<file path="src/hw/scmdc_pkg.sv">
// Constants and types for the sensor conditioner mode and diagnostic controller
package scmdc_pkg;

	// ********************************
	// Command codes
	// ********************************
	localparam logic [7:0] CMD_START_COMMAND = 8'ha9;
	localparam logic [7:0] CMD_START_SLEEP = 8'ha8;
	localparam logic [7:0] CMD_START_CYCLIC = 8'hab;
	localparam logic [7:0] CMD_WRITE_CHECKSUM = 8'h39;
	localparam logic [7:0] CMD_DIAG_MEAS_A = 8'hb0;
	localparam logic [7:0] CMD_DIAG_MEAS_B = 8'hb2;
	localparam logic [7:0] CMD_RAW_MEAS = 8'ha0;
	localparam logic [7:0] CMD_DAC_DIAG = 8'hc0;
	localparam logic [7:0] CMD_ADC_DIAG = 8'hc1;

	// ********************************
	// Register offsets
	// ********************************
	localparam logic [7:0] OFS_UPDATE_RATE = 8'h02;
	localparam logic [7:0] OFS_CYC_ENABLES = 8'h1e;
	localparam logic [7:0] OFS_PAUSE_COUNTS = 8'h20;
	localparam logic [7:0] OFS_CHECK_SELECT = 8'h21;
	localparam logic [7:0] OFS_CHECKSUM = 8'h35;
	localparam logic [7:0] OFS_DAC_INPUT = 8'h40;
	localparam logic [7:0] OFS_ADC_SELECT = 8'h41;
	localparam logic [7:0] OFS_PAUSE_EXT = 8'h42;
	localparam logic [7:0] OFS_CHECK_RESULT = 8'h43;
	localparam logic [7:0] OFS_MODE_STATUS = 8'h44;
	localparam logic [7:0] OFS_IRQ_STATUS = 8'h45;
	localparam logic [7:0] OFS_IRQ_ENABLE = 8'h46;
	localparam logic [7:0] OFS_IRQ_CLEAR = 8'h47;

	// ********************************
	// Reset values
	// ********************************
	localparam logic [15:0] RST_UPDATE_RATE = 16'h0000;
	localparam logic [15:0] RST_CYC_ENABLES = 16'h0000;
	localparam logic [15:0] RST_PAUSE_COUNTS = 16'h0000;
	localparam logic [15:0] RST_CHECK_SELECT = 16'h0000;
	localparam logic [15:0] RST_CHECKSUM = 16'h0000;

	// ********************************
	// Field positions, cyclic enables
	// ********************************
	localparam int EN_SENSOR = 0;
	localparam int EN_TEMP = 1;
	localparam int EN_CHECK = 2;
	localparam int EN_SM_FIRST = 3;
	localparam int EN_SENSOR_AUTOZERO_FIRST = 4;
	localparam int EN_TM_FIRST = 5;
	localparam int EN_TEMPERATURE_AUTOZERO_FIRST = 6;
	localparam int EN_CHECK_FIRST = 7;
	// Pause fields: temperature 6 bits, autozero temp 6 bits in low word
	localparam int PZ_TM_LSB = 0;
	localparam int PZ_TEMPERATURE_AUTOZERO_LSB = 6;
	localparam int PZ_SM_LSB = 12;
	// Extension register: sensor autozero 4 bits, check 10 bits
	localparam int PZ_SENSOR_AUTOZERO_LSB = 0;
	localparam int PZ_SCC_LSB = 4;
	// Check select bit numbers
	localparam int CHK_SATURATION = 8;
	localparam int CHK_MEMORY = 9;
	localparam int NUM_CHECKS = 12;

	// Interrupt events
	localparam int IRQ_MODE = 0;
	localparam int IRQ_CRC_DONE = 1;
	localparam int IRQ_CHECK_DONE = 2;
	localparam int IRQ_SLOT = 3;
	localparam int NUM_IRQ = 4;

	// Checksum engine steps one word per cycle
	localparam int CRC_WORDS = 32;
	localparam logic [15:0] CRC_POLY = 16'h1021;
	localparam logic [15:0] CRC_SEED = 16'hffff;

	// Restart hold after reset pin release
	localparam int RESTART_NS = 100;
	localparam int CLK_PERIOD_NS = 4;
	localparam int RESTART_CYCLES = (RESTART_NS + CLK_PERIOD_NS - 1) / CLK_PERIOD_NS;

	typedef enum logic [1:0] {
		MODE_COMMAND,
		MODE_SLEEP,
		MODE_CYCLIC
	} scmdc_mode_type;

endpackage

</file>
<file path="src/hw/scmdc_ctrl.sv">
// Command interpreter for mode switching, checksum and diagnostics
//
// The address-and-strobe port was left to the implementer.
`timescale 1ns/1ps
module scmdc_ctrl #(
	parameter int MEM_WORDS = scmdc_pkg::CRC_WORDS
) (
	input wire logic i_mclk, // Core clock
	input wire logic i_rst, // Asynchronous reset, high
	input wire logic i_ce, // Clock enable
	input wire logic i_reset_pin_n, // Device reset pin, async
	input wire logic [7:0] i_cmd, // Command byte from serial front end
	input wire logic i_cmd_valid, // Command strobe
	input wire logic [15:0] i_mem_word, // Memory word at o_mem_addr
	input wire logic [scmdc_pkg::NUM_CHECKS-1:0] i_check_fail, // Raw check outcomes
	input wire logic [7:0] i_addr, // Register address
	input wire logic [15:0] i_wdata, // Register write data
	input wire logic i_wr, // Write strobe
	input wire logic i_rd, // Read strobe
	output logic [15:0] o_rdata, // Read data, cycle after strobe
	output logic [7:0] o_mem_addr, // Memory word address
	output logic [1:0] o_mode, // Current mode
	output logic [15:0] o_dac_value, // Value to DAC
	output logic o_dac_diag, // DAC diagnostic active
	output logic [4:0] o_adc_pseudo, // Pseudo input select
	output logic o_adc_diag, // ADC inputs disconnected
	output logic [4:0] o_slot_tasks, // SM,SENSOR_AUTOZERO,TM,TEMPERATURE_AUTOZERO,SENSOR_CONNECTION_CHECK this slot
	output logic o_slot_strobe, // Slot boundary pulse
	output logic o_mem_error, // Memory error status
	output logic o_irq // Interrupt level
);
	localparam int NUM_CHK = scmdc_pkg::NUM_CHECKS;
	localparam int NI = scmdc_pkg::NUM_IRQ;
	// Restart window must cover the whole power-on checksum walk
	localparam int RESTART_LEN = (MEM_WORDS + 1 > scmdc_pkg::RESTART_CYCLES) ?
		MEM_WORDS + 1 : scmdc_pkg::RESTART_CYCLES;

	// ********************************
	// State
	// ********************************
	typedef struct packed {
		logic rp_meta;
		logic rp_sync;
		logic [7:0] restart_cnt;
		scmdc_pkg::scmdc_mode_type mode;
		logic [15:0] update_rate;
		logic [15:0] cyc_en;
		logic [15:0] pause;
		logic [15:0] pause_ext;
		logic [15:0] chk_sel;
		logic [15:0] checksum;
		logic [15:0] dac_in;
		logic [4:0] adc_sel;
		logic dac_diag;
		logic adc_diag;
		logic [NUM_CHK-1:0] chk_res;
		logic mem_err;
		logic crc_busy;
		logic [7:0] crc_idx;
		logic [15:0] crc;
		logic [15:0] rate_cnt;
		logic first_slot;
		logic [5:0] tm_cnt;
		logic [5:0] temperature_autozero_cnt;
		logic [3:0] sm_cnt;
		logic [3:0] sensor_autozero_cnt;
		logic [9:0] scc_cnt;
		logic [4:0] tasks;
		logic slot_stb;
		logic [NI-1:0] irq_st;
		logic [NI-1:0] irq_en;
		logic irq;
		logic [15:0] rdata;
	} scmdc_state_type;

	scmdc_state_type s_reg;
	scmdc_state_type s_next;

	function automatic logic [15:0] scmdc_crc_step(input logic [15:0] c, input logic [15:0] d);
		logic [15:0] r;
		r = c;
		for (int b = 15; b >= 0; b--) begin
			if (r[15] ^ d[b]) begin
				r = {r[14:0], 1'b0} ^ scmdc_pkg::CRC_POLY;
			end else begin
				r = {r[14:0], 1'b0};
			end
		end
		return r;
	endfunction

	// Next-value helpers
	logic [15:0] crc_new;
	logic [NI-1:0] ev;
	logic slot_tick;
	logic restart;

	always_comb begin
		s_next = s_reg;
		ev = '0;
		crc_new = scmdc_crc_step(s_reg.crc, i_mem_word);
		slot_tick = 1'b0;

		// ********************************
		// Reset pin
		// ********************************
		s_next.rp_meta = i_reset_pin_n;
		s_next.rp_sync = s_reg.rp_meta;
		restart = !s_reg.rp_sync;
		if (restart) begin
			s_next.restart_cnt = 8'(RESTART_LEN);
		end else if (s_reg.restart_cnt != 8'h00) begin
			s_next.restart_cnt = s_reg.restart_cnt - 8'h01;
		end

		// ********************************
		// Register writes and reads
		// ********************************
		s_next.rdata = 16'h0000;
		if (i_wr) begin
			unique case (i_addr)
				scmdc_pkg::OFS_UPDATE_RATE: s_next.update_rate = i_wdata;
				scmdc_pkg::OFS_CYC_ENABLES: s_next.cyc_en = i_wdata;
				scmdc_pkg::OFS_PAUSE_COUNTS: s_next.pause = i_wdata;
				scmdc_pkg::OFS_PAUSE_EXT: s_next.pause_ext = {2'b00, i_wdata[13:0]};
				scmdc_pkg::OFS_CHECK_SELECT: s_next.chk_sel = {4'h0, i_wdata[NUM_CHK-1:0]};
				scmdc_pkg::OFS_CHECKSUM: s_next.checksum = i_wdata;
				scmdc_pkg::OFS_DAC_INPUT: s_next.dac_in = i_wdata;
				scmdc_pkg::OFS_ADC_SELECT: s_next.adc_sel = i_wdata[4:0];
				scmdc_pkg::OFS_IRQ_ENABLE: s_next.irq_en = i_wdata[NI-1:0];
				default: ;
			endcase
		end
		if (i_rd) begin
			unique case (i_addr)
				scmdc_pkg::OFS_UPDATE_RATE: s_next.rdata = s_reg.update_rate;
				scmdc_pkg::OFS_CYC_ENABLES: s_next.rdata = s_reg.cyc_en;
				scmdc_pkg::OFS_PAUSE_COUNTS: s_next.rdata = s_reg.pause;
				scmdc_pkg::OFS_PAUSE_EXT: s_next.rdata = s_reg.pause_ext;
				scmdc_pkg::OFS_CHECK_SELECT: s_next.rdata = s_reg.chk_sel;
				scmdc_pkg::OFS_CHECKSUM: s_next.rdata = s_reg.checksum;
				scmdc_pkg::OFS_DAC_INPUT: s_next.rdata = s_reg.dac_in;
				scmdc_pkg::OFS_ADC_SELECT: s_next.rdata = {11'h000, s_reg.adc_sel};
				scmdc_pkg::OFS_CHECK_RESULT: s_next.rdata = {4'h0, s_reg.chk_res};
				scmdc_pkg::OFS_MODE_STATUS: s_next.rdata = {11'h000, s_reg.crc_busy,
					s_reg.mem_err, s_reg.adc_diag, s_reg.mode};
				scmdc_pkg::OFS_IRQ_STATUS: s_next.rdata = {12'h000, s_reg.irq_st};
				scmdc_pkg::OFS_IRQ_ENABLE: s_next.rdata = {12'h000, s_reg.irq_en};
				default: s_next.rdata = 16'h0000;
			endcase
		end

		// ********************************
		// Commands
		// ********************************
		// one code set whatever the serial front end
		if (i_cmd_valid && s_reg.restart_cnt == 8'h00 && !s_reg.crc_busy) begin
			unique case (i_cmd)
				scmdc_pkg::CMD_START_COMMAND: begin
					s_next.mode = scmdc_pkg::MODE_COMMAND;
					s_next.dac_diag = 1'b0;
					s_next.adc_diag = 1'b0;
					ev[scmdc_pkg::IRQ_MODE] = 1'b1;
				end
				scmdc_pkg::CMD_START_SLEEP: begin
					s_next.mode = scmdc_pkg::MODE_SLEEP;
					ev[scmdc_pkg::IRQ_MODE] = 1'b1;
				end
				// cyclic mode, sequence restarts at first slot
				scmdc_pkg::CMD_START_CYCLIC: begin
					s_next.mode = scmdc_pkg::MODE_CYCLIC;
					s_next.first_slot = 1'b1;
					s_next.rate_cnt = 16'h0000;
					s_next.tm_cnt = '0;
					s_next.temperature_autozero_cnt = '0;
					s_next.sm_cnt = '0;
					s_next.sensor_autozero_cnt = '0;
					s_next.scc_cnt = '0;
					ev[scmdc_pkg::IRQ_MODE] = 1'b1;
				end
				scmdc_pkg::CMD_WRITE_CHECKSUM: begin
					s_next.crc_busy = 1'b1;
					s_next.crc_idx = 8'h00;
					s_next.crc = scmdc_pkg::CRC_SEED;
				end
				// selected checks only; saturation allowed here
				scmdc_pkg::CMD_DIAG_MEAS_A, scmdc_pkg::CMD_DIAG_MEAS_B: begin
					s_next.chk_res = i_check_fail & s_reg.chk_sel[NUM_CHK-1:0];
					s_next.chk_res[scmdc_pkg::CHK_MEMORY] =
						s_reg.mem_err & s_reg.chk_sel[scmdc_pkg::CHK_MEMORY];
					ev[scmdc_pkg::IRQ_CHECK_DONE] = 1'b1;
				end
				scmdc_pkg::CMD_RAW_MEAS: begin
					s_next.chk_res[scmdc_pkg::CHK_SATURATION] = 1'b0;
				end
				// drive DAC input to analog output
				scmdc_pkg::CMD_DAC_DIAG: s_next.dac_diag = 1'b1;
				// pseudo input in place of pins
				scmdc_pkg::CMD_ADC_DIAG: s_next.adc_diag = 1'b1;
				default: ;
			endcase
		end

		// one memory word per cycle, result into checksum register
		if (s_reg.crc_busy) begin
			s_next.crc = crc_new;
			s_next.crc_idx = s_reg.crc_idx + 8'h01;
			if (s_reg.crc_idx == 8'(MEM_WORDS - 1)) begin
				s_next.crc_busy = 1'b0;
				s_next.checksum = crc_new;
				ev[scmdc_pkg::IRQ_CRC_DONE] = 1'b1;
			end
		end

		// ********************************
		// Cyclic sequence
		// ********************************
		s_next.slot_stb = 1'b0;
		s_next.tasks = 5'h00;
		if (s_reg.mode == scmdc_pkg::MODE_CYCLIC) begin
			if (s_reg.rate_cnt >= s_reg.update_rate) begin
				s_next.rate_cnt = 16'h0000;
				slot_tick = 1'b1;
			end else begin
				s_next.rate_cnt = s_reg.rate_cnt + 16'h0001;
			end
		end
		if (slot_tick) begin
			s_next.slot_stb = 1'b1;
			s_next.first_slot = 1'b0;
			ev[scmdc_pkg::IRQ_SLOT] = 1'b1;
			// task runs when its pause counter equals its pause field, then that counter clears
			if (s_reg.cyc_en[scmdc_pkg::EN_SENSOR]) begin
				s_next.tasks[4] = s_reg.first_slot ? s_reg.cyc_en[scmdc_pkg::EN_SM_FIRST]
					: (s_reg.sm_cnt == s_reg.pause[scmdc_pkg::PZ_SM_LSB +: 4]);
				s_next.tasks[3] = s_reg.first_slot ? s_reg.cyc_en[scmdc_pkg::EN_SENSOR_AUTOZERO_FIRST]
					: (s_reg.sensor_autozero_cnt == s_reg.pause_ext[scmdc_pkg::PZ_SENSOR_AUTOZERO_LSB +: 4]);
				s_next.sm_cnt = s_next.tasks[4] ? 4'h0 : s_reg.sm_cnt + 4'h1;
				s_next.sensor_autozero_cnt = s_next.tasks[3] ? 4'h0 : s_reg.sensor_autozero_cnt + 4'h1;
			end
			if (s_reg.cyc_en[scmdc_pkg::EN_TEMP]) begin
				s_next.tasks[2] = s_reg.first_slot ? s_reg.cyc_en[scmdc_pkg::EN_TM_FIRST]
					: (s_reg.tm_cnt == s_reg.pause[scmdc_pkg::PZ_TM_LSB +: 6]);
				s_next.tasks[1] = s_reg.first_slot ? s_reg.cyc_en[scmdc_pkg::EN_TEMPERATURE_AUTOZERO_FIRST]
					: (s_reg.temperature_autozero_cnt == s_reg.pause[scmdc_pkg::PZ_TEMPERATURE_AUTOZERO_LSB +: 6]);
				s_next.tm_cnt = s_next.tasks[2] ? 6'h00 : s_reg.tm_cnt + 6'h01;
				s_next.temperature_autozero_cnt = s_next.tasks[1] ? 6'h00 : s_reg.temperature_autozero_cnt + 6'h01;
			end
			if (s_reg.cyc_en[scmdc_pkg::EN_CHECK]) begin
				s_next.tasks[0] = s_reg.first_slot ? s_reg.cyc_en[scmdc_pkg::EN_CHECK_FIRST]
					: (s_reg.scc_cnt == s_reg.pause_ext[scmdc_pkg::PZ_SCC_LSB +: 10]);
				s_next.scc_cnt = s_next.tasks[0] ? 10'h000 : s_reg.scc_cnt + 10'h001;
			end
		end

		// ********************************
		// Interrupts, set wins over clear
		// ********************************
		if (i_wr && i_addr == scmdc_pkg::OFS_IRQ_CLEAR) begin
			s_next.irq_st = s_reg.irq_st & ~i_wdata[NI-1:0];
		end
		s_next.irq_st = s_next.irq_st | ev;
		s_next.irq = |(s_next.irq_st & s_next.irq_en);

		// ********************************
		// Device restart
		// ********************************
		// restart returns control state to power-on values
		if (restart) begin
			s_next.mode = scmdc_pkg::MODE_COMMAND;
			s_next.crc_busy = 1'b0;
			s_next.dac_diag = 1'b0;
			s_next.adc_diag = 1'b0;
			s_next.chk_res = '0;
			s_next.tasks = 5'h00;
			s_next.slot_stb = 1'b0;
			// memory error re-evaluated against stored checksum
			s_next.crc = scmdc_pkg::CRC_SEED;
			s_next.crc_idx = 8'h00;
			s_next.mem_err = 1'b1;
		end else if (s_reg.restart_cnt == 8'h01) begin
			s_next.crc_busy = 1'b0;
		end
		// Power-on check runs in the restart window, then compares
		if (s_reg.restart_cnt != 8'h00 && !restart) begin
			if (s_reg.crc_idx != 8'(MEM_WORDS)) begin
				s_next.crc = crc_new;
				s_next.crc_idx = s_reg.crc_idx + 8'h01;
			end
		end
		if (s_reg.restart_cnt == 8'h01) begin
			// matching checksum clears the memory error
			s_next.mem_err = (s_reg.crc_idx != 8'(MEM_WORDS)) || (s_reg.crc != s_reg.checksum);
			s_next.crc_idx = 8'h00;
		end
	end

	always_ff @(posedge i_mclk or posedge i_rst) begin
		if (i_rst) begin
			s_reg <= '0;
			// Pin idle level, so no false restart follows reset
			s_reg.rp_meta <= 1'b1;
			s_reg.rp_sync <= 1'b1;
			s_reg.mode <= scmdc_pkg::MODE_COMMAND;
			s_reg.update_rate <= scmdc_pkg::RST_UPDATE_RATE;
			s_reg.cyc_en <= scmdc_pkg::RST_CYC_ENABLES;
			s_reg.pause <= scmdc_pkg::RST_PAUSE_COUNTS;
			s_reg.chk_sel <= scmdc_pkg::RST_CHECK_SELECT;
			s_reg.checksum <= scmdc_pkg::RST_CHECKSUM;
			s_reg.crc <= scmdc_pkg::CRC_SEED;
			s_reg.mem_err <= 1'b1;
		end else if (i_ce) begin
			s_reg <= s_next;
		end
	end

	assign o_rdata = s_reg.rdata;
	assign o_mem_addr = s_reg.crc_idx;
	assign o_mode = s_reg.mode;
	assign o_dac_value = s_reg.dac_in;
	assign o_dac_diag = s_reg.dac_diag;
	assign o_adc_pseudo = s_reg.adc_sel;
	assign o_adc_diag = s_reg.adc_diag;
	assign o_slot_tasks = s_reg.tasks;
	assign o_slot_strobe = s_reg.slot_stb;
	assign o_mem_error = s_reg.mem_err;
	assign o_irq = s_reg.irq;
endmodule

</file>
<file path="config.mk">
export PLATFORM = sky130hd
export DESIGN_NAME = scmdc_ctrl
export DESIGN_NICKNAME = d
export VERILOG_FILES = /design/src/hw/scmdc_pkg.sv /design/src/hw/scmdc_ctrl.sv
export SDC_FILE = /design/constraint.sdc
export NUM_CORES = 1
export LEC_CHECK = 0
export BUFFER_PORTS_ARGS = -buffer_cell sky130_fd_sc_hd__buf_2
export CAP_MARGIN = 10
export CORE_MARGIN = 2
export CORE_UTILIZATION = 35
export CTS_BUF_LIST = sky130_fd_sc_hd__clkbuf_8 sky130_fd_sc_hd__clkbuf_16
export DETAILED_ROUTE_END_ITERATION = 10
export PLACE_DENSITY = 0.59
export REMOVE_ABC_BUFFERS = 1
export SETUP_SLACK_MARGIN = 0.5
export SYNTH_ARGS = -nofsm -noshare
export SYNTH_HDL_FRONTEND = slang
export SYNTH_SLANG_ARGS = --single-unit
</file>
<file path="constraint.sdc">
create_clock -name i_mclk -period 10 [get_ports i_mclk]
set_input_delay 1 -clock i_mclk [delete_from_list [all_inputs] [get_ports i_mclk]]
set_output_delay 1 -clock i_mclk [all_outputs]
set_load 0.01 [all_outputs]
</file>
==> results.json, run 1 <==
{
  "synth-seq-area-share_pct": 44.7,
  "final_common_cell": "dfrtp_1",
  "use_met2_pct": 32.9,
  "grt_pass1_vias": 10800,
  "period_share_pct": 42.7,
  "hold_path.class": "reg2reg",
  "fin_skew_ps": 7.48,
  "ctsHtreeMaxLevel": 1,
  "die_y_um": 201,
  "drive_gt1_share_pct": 16.8,
  "grt_pass1_wl_mm": 65.8,
  "synth_ff_type": "dfrtp_1",
  "power_mw": 3.13,
  "critPathKind": "in2reg",
  "grt-ovfl-total": 0,
  "wl_mm": 43.0,
  "syn_area_mm2": 0.0136,
  "row_count": 72,
  "worst-path-max-fanout": 16,
  "status": "finished clean",
  "leakagePower_nw": 6.91,
  "fmax_mhz": 234,
  "syn_area_per_cell_um2": 9.95,
  "power_density_mw_per_mm2": 205,
  "cts_root_buffer": "clkbuf_16",
  "synth_edf_count": 0,
  "detail-route-antenna-nets": 0,
  "setup_violations": 0,
  "drtIter0Drc": 1137,
  "fillerInstances": 3829,
  "clock-sinks": 241,
  "track_usage_pct": 21.0,
  "final_nets": 1509,
  "ir_drop_uv": 158,
  "worstPathArrival_ps": 4690,
  "dieArea_mm2": 0.0403,
  "coreArea_mm2": 0.0385,
  "crit_path_start_kind": "primary input",
  "final_cells": 1955,
  "fin_crit_ps": 4270,
  "tns_ps": 0,
  "firstDrtPassIters": 6,
  "grt_util_met3_pct": 3.98,
  "io_pins": 124,
  "io_buffer_count": 122,
  "cts_tree": "built",
  "synth_cells": 1362,
  "dp_cells": 1901,
  "synth_seq_cells": 241,
  "final_cell_mix": "222 x dfrtp_1, 138 x nand2_1, 122 x buf_2, 82 x xnor2_1, 81 x mux2_1",
  "grt_antenna_before_repair": 0,
  "diodes": 0,
  "ys_types": 79,
  "use_met1_pct": 29.7,
  "cts_made_buffers": 28,
  "ctsResizeCount": 0,
  "clockPowerShare_pct": 33.6,
  "hpwl_mm": 31.3,
  "initial_core_util_pct": 35.2,
  "p_int_mw": 2.09,
  "cp-end-kind": "register",
  "comb_power_share_pct": 29.7,
  "tightest_slew_ps": 1150,
  "relSlewSlack_pct": 22.9,
  "p_seq_share_pct": 36.7,
  "p_sw_share_pct": 33.0,
  "clk_latency_ps": 550,
  "die_w_um": 201,
  "via_per_inst": 5.64,
  "ys_async_sr_fraction_pct": 100,
  "cap_violations": 0,
  "yosysWarnings": 0,
  "post-route-util_pct": 39.6,
  "drc": 0,
  "rsz0062_at_grt": "false",
  "p_switching_mw": 1.03,
  "grt_max_degree": 109,
  "synthToLayoutAreaGrowth_pct": 12.4,
  "hold_buffers": 0,
  "cp_data_required_time_ps": 10420,
  "vias": 11000,
  "slew_viol_final": 0,
  "largest_reg_flops": 183,
  "grt-busiest-layer": "met2",
  "cts_setup_buffers": 0,
  "clk_pin_slew_worst_paths_ps": 60,
  "report.final.hold_viol_count": 0,
  "avgRoutedWirePerCell_um": 22.0,
  "clock_path_buffers": 3,
  "gp_congestion": 0.893
}
-- power groups by stage --
stage	registers, mW	logic (mW)	clock network [mW]
finish	1.15	0.929	1.05
global route	1.16	1.01	1.10
CTS	1.15	0.936	1.06
detailed placement	1.16	0.929	0
global placement	1.16	0.919	0
floorplan	1.14	0.694	0
-- layout make-up --
| cell class | count | area, um2 | area share (%) |
|---|---|---|---|
| clock buffer | 34 | 795 | 5.21 |
| clock inverter | 18 | 153 | 1.00 |
| inverter | 45 | 176 | 1.16 |
| multi-input combinational | 964 | 6700 | 44.0 |
| sequential | 241 | 6050 | 39.7 |
| tap | 518 | 648 | 4.25 |
| timing repair buffer | 135 | 716 | 4.70 |
-- cells by family after synthesis --
kind of cell / synth area share [%]
buffers and inverters: 5.93
adders and majority gates: 2.49
xor gates and xnor gates: 8.26
muxes: 8.44
and+or+nand+nor: 14.0
DFF: 44.7
AOI/OAI and AO/OA: 16.2
-- cells in the mapped netlist, drive strengths merged (7+ instances only) --
| cell | n | area (um2) |
|---|---|---|
| a21o | 9 | 67.6 |
| a21oi | 73 | 373 |
| a221oi | 7 | 61.3 |
| a222oi | 10 | 100 |
| a22o | 8 | 70.1 |
| a22oi | 22 | 165 |
| and3 | 17 | 106 |
| buf | 73 | 489 |
| clkbuf | 39 | 146 |
| dfrtp | 222 | 5560 |
| dfstp | 19 | 499 |
| ha | 27 | 338 |
| inv | 45 | 169 |
| mux2 | 89 | 1000 |
| mux2i | 12 | 120 |
| nand2 | 138 | 518 |
| nand2b | 10 | 70.1 |
| nand3 | 69 | 350 |
| nand4 | 22 | 144 |
| nor2 | 61 | 241 |
| nor2b | 9 | 56.3 |
| nor3 | 24 | 140 |
| o21ai | 101 | 505 |
| o22a | 7 | 61.3 |
| o22ai | 29 | 181 |
| o2bb2ai | 18 | 158 |
| xnor2 | 93 | 908 |
| xor2 | 19 | 166 |
-- stage by stage --
stage | worst slack (ps) | cell area (um2) | hold slack, ps
global placement | 5420 | 14300 | 462
CTS | 5920 | 15200 | 489
global route | 5720 | 15200 | 507
detailed placement | 5360 | 14300 | 464
finish | 5730 | 15200 | 487
floorplan | 2410 | 12900 | 450
-- per-layer routing --
metal / vias to the layer above / share of wire (%)
met3: 77 / 7.0
met2: 412 / 45
met5: - / 0
met1: 5541 / 45
met4: 0 / 2.8
li1: 4996 / -
-- worst max-delay path: stages --
cell	delay, ps
buf_2	180
nor3_2	640
nand3_2	300
nor3_2	930
nand3_1	980
mux2_1	630
-- final timing paths --
| check | slack [ps] | startpoint | depth (start not counted) | end |
|---|---|---|---|---|
| max in group asynchronous | 7970 | i_rst | 3 | s_reg[149]$_DFFE_PP0P_ |
| worst min register to register | 490 | o_rdata[14]$_DFFE_PP0P_ | 1 | o_rdata[14]$_DFFE_PP0P_ |
| worst min-delay path | 490 | o_rdata[14]$_DFFE_PP0P_ | 1 | o_rdata[14]$_DFFE_PP0P_ |
| worst max register to register | 6550 | s_reg[75]$_DFFE_PP0P_ | 9 | s_reg[51]$_DFFE_PP0P_ |
| worst max-delay path | 5730 | i_addr[3] | 6 | s_reg[195]$_DFFE_PP0P_ |
| min in group asynchronous | 590 | i_rst | 2 | o_slot_tasks[3]$_DFFE_PP0P_ |
(Power assumes the default switching activity.)
==> run 2, diff against run 1 <==
Settings changed: ABC_AREA from default to 1, PLACE_DENSITY 0.59 to 0.6.
Clock period 10 ns to 3.8 ns, I/O delays scaled along.
==> results.json, run 2 <==
{
  "tightest_slew_ps": 933,
  "syn_area_mm2": 0.0152,
  "grt_antenna_before_repair": 0,
  "fin_ws_ps": 1280,
  "cp_data_required_time_ps": 4280,
  "drc": 0,
  "clk_pin_slew_worst_paths_ps": 60,
  "violations": "hold timing",
  "met3_length_mm": 2.57,
  "die_w_um": 212,
  "worstPathArrival_ps": 3000,
  "relSlewSlack_pct": 37.7,
  "power_density_mw_per_mm2": 412,
  "wl_met2_mm": 22.2,
  "detail-route-antenna-nets": 0,
  "leakagePower_nw": 8.24,
  "track_usage_pct": 20.9,
  "final_nets": 2250,
  "row_count": 76,
  "clk_latency_ps": 550,
  "drtIter0Drc": 1058,
  "cts_root_buffer": "clkbuf_16",
  "io_pins": 124,
  "ctsHtreeMaxLevel": 1,
  "synthToLayoutAreaGrowth_pct": 10.5,
  "synth_ff_type": "dfrtp_1",
  "grt_pass1_wl_mm": 74.3,
  "hold_buffers": 0,
  "dieArea_mm2": 0.0452,
  "final_common_cell": "nand2_1",
  "ys_async_sr_fraction_pct": 100,
  "synth_area_leader_cell": "dfrtp_1",
  "synth_common_cells": "665 x nand2_1, 222 x dfrtp_1, 221 x inv_1",
  "gp_congestion": 0.927,
  "placedInstanceArea_mm2": 0.0159,
  "drive_gt1_share_pct": 12.8,
  "r2r_setup_slack_ps": 1280,
  "vias": 14000,
  "post-route-util_pct": 39.1,
  "rsz0062_at_grt": "false",
  "fin_crit_ps": 2520,
  "grt_pass1_vias": 13300,
  "clock-sinks": 241,
  "avgRoutedWirePerCell_um": 17.1,
  "top_layer_used": "met4",
  "final_cell_area_mm2": 0.0168,
  "via_per_inst": 5.07,
  "cp-end-kind": "register",
  "hold_path.class": "in2async",
  "fmax_mhz": 397,
  "ir_drop_uv": 340,
  "ys_types": 56,
  "final_cell_mix": "665 x nand2_1, 231 x inv_1, 222 x dfrtp_1, 177 x o21ai_0, 136 x nand3_1",
  "clock_path_buffers": 3,
  "syn_area_per_cell_um2": 7.18,
  "diodes": 0,
  "synth_seq_cells": 241,
  "synth_area_leaders": "dfrtp_1 37%, nand2_1 16%, o21ai_0 5.8%, inv_1 5.5%, nand3_1 4.5%",
  "place_ws_ps": 1300,
  "coreArea_mm2": 0.0430,
  "tns_ps": 0,
  "synth-seq-area-share_pct": 39.8,
  "setup_violations": 0,
  "cap_violations": 0,
  "io_buffer_count": 122,
  "dp_cells": 2711,
  "grt_max_degree": 99,
  "status": "finished, violations left",
  "largest_reg_flops": 183,
  "fin_skew_ps": 10.9,
  "firstDrtPassIters": 5,
  "hpwl_mm": 35.7,
  "period_share_pct": 66.3,
  "yosysTopAreaCellShare_pct": 36.5,
  "grt-ovfl-total": 0,
  "crit_path_start_kind": "register",
  "ctsResizeCount": 0,
  "report.final.hold_viol_count": 30,
  "worst-path-max-fanout": 21,
  "cts_setup_buffers": 0,
  "final_cells": 2763,
  "hold-worst-slack_ps": -50.5,
  "critPathKind": "reg2reg",
  "initial_core_util_pct": 35.4,
  "m1WireLength_mm": 21.4,
  "synth_cells": 2118,
  "cts_tree": "built",
  "yosysWarnings": 0,
  "synth_edf_count": 0,
  "cts_made_buffers": 28,
  "wl_mm": 47.3,
  "slew_viol_final": 0,
  "synth_most_common_cell": "nand2_1",
  "die_y_um": 212
}
[run 2: cell types whose count changed in the layout (fill, tap and decap cells not counted), moves of 18 or more]
| cell | change |
|---|---|
| o2bb2ai_1 | -18 |
| nand4_1 | +29 |
| mux2_1 | -81 |
| nand3_1 | +68 |
| inv_1 | +178 |
| o21ai_0 | +141 |
| xor2_1 | +24 |
| nand2_2 | +25 |
| nand2_1 | +527 |
| xnor2_1 | -61 |
| nor2_1 | +58 |
[run 2: layout make-up]
| cell class | instances | area [um2] |
|---|---|---|
| Timing Repair Buffer | 134 | 728 |
| Multi-Input combinational cell | 1510 | 7500 |
| Clock buffer | 32 | 767 |
| Inverter | 241 | 921 |
| Sequential cell | 241 | 6050 |
| Clock inverter | 20 | 116 |
| Fill cell | 4543 | 26200 |
| Tap cell | 585 | 732 |
[run 2: layer usage]
metal	up-vias	GRT usage, %
met5	-	0
met4	0	5.38
met3	69	2.36
met2	409	35.2
met1	6638	28.7
li1	6900	-
[run 2: stage by stage]
| stage | power [mW] | hold slack, ps |
|---|---|---|
| after floorplan | 3.91 | 444 |
| after global routing | 7.29 | 28.5 |
| after global placement | 4.35 | 454 |
| after detailed placement | 4.37 | 455 |
| final | 6.92 | -50.5 |
| after CTS | 6.97 | 11.3 |
[run 2: cells by family (layout without fill, tap and decap cells)]
family,Yosys count,after routing,synth area share (%)
buffers and inverters,367,427,10.9
AND/OR/NAND/NOR,1063,1063,30.6
XOR/XNOR,65,65,3.79
flip-flops,241,241,39.8
AO/OA/AOI/OAI,355,355,12.7
adder cells (fa/ha/maj),27,27,2.22
[run 2: path summary, 6_finish.rpt]
kind	start	endpoint	cells after the start
min reg2reg	s_next[245]$_DFFE_PP1P_	s_next[245]$_DFFE_PP1P_	2
max in group asynchronous	i_rst	s_reg[92]$_DFFE_PP1P_	3
min in group i_mclk	i_reset_pin_n	s_next[245]$_DFFE_PP1P_	3
min	i_rst	o_rdata[11]$_DFFE_PP0P_	2
max	s_reg[71]$_DFFE_PP0P_	s_reg[36]$_DFFE_PP0P_	10
max reg2reg	s_reg[71]$_DFFE_PP0P_	s_reg[36]$_DFFE_PP0P_	10
[run 2: worst max-delay path, stage by stage (launching register included)]
cell and delay (ps):
dfrtp_1 480, ha_1 340, nand4_1 120, nor3_1 220
nand3_1 130, nand3_2 140, buf_4 270, nand3_1 410
nand2_1 190, nand3_1 90, nand2_1 60
[run 2: where the power goes]
part	switching [mW]	total [mW]	internal, mW
logic	0.932	1.38	0.451
clock network	1.09	2.59	1.50
registers	0.204	2.95	2.75
total	2.23	6.92	4.70
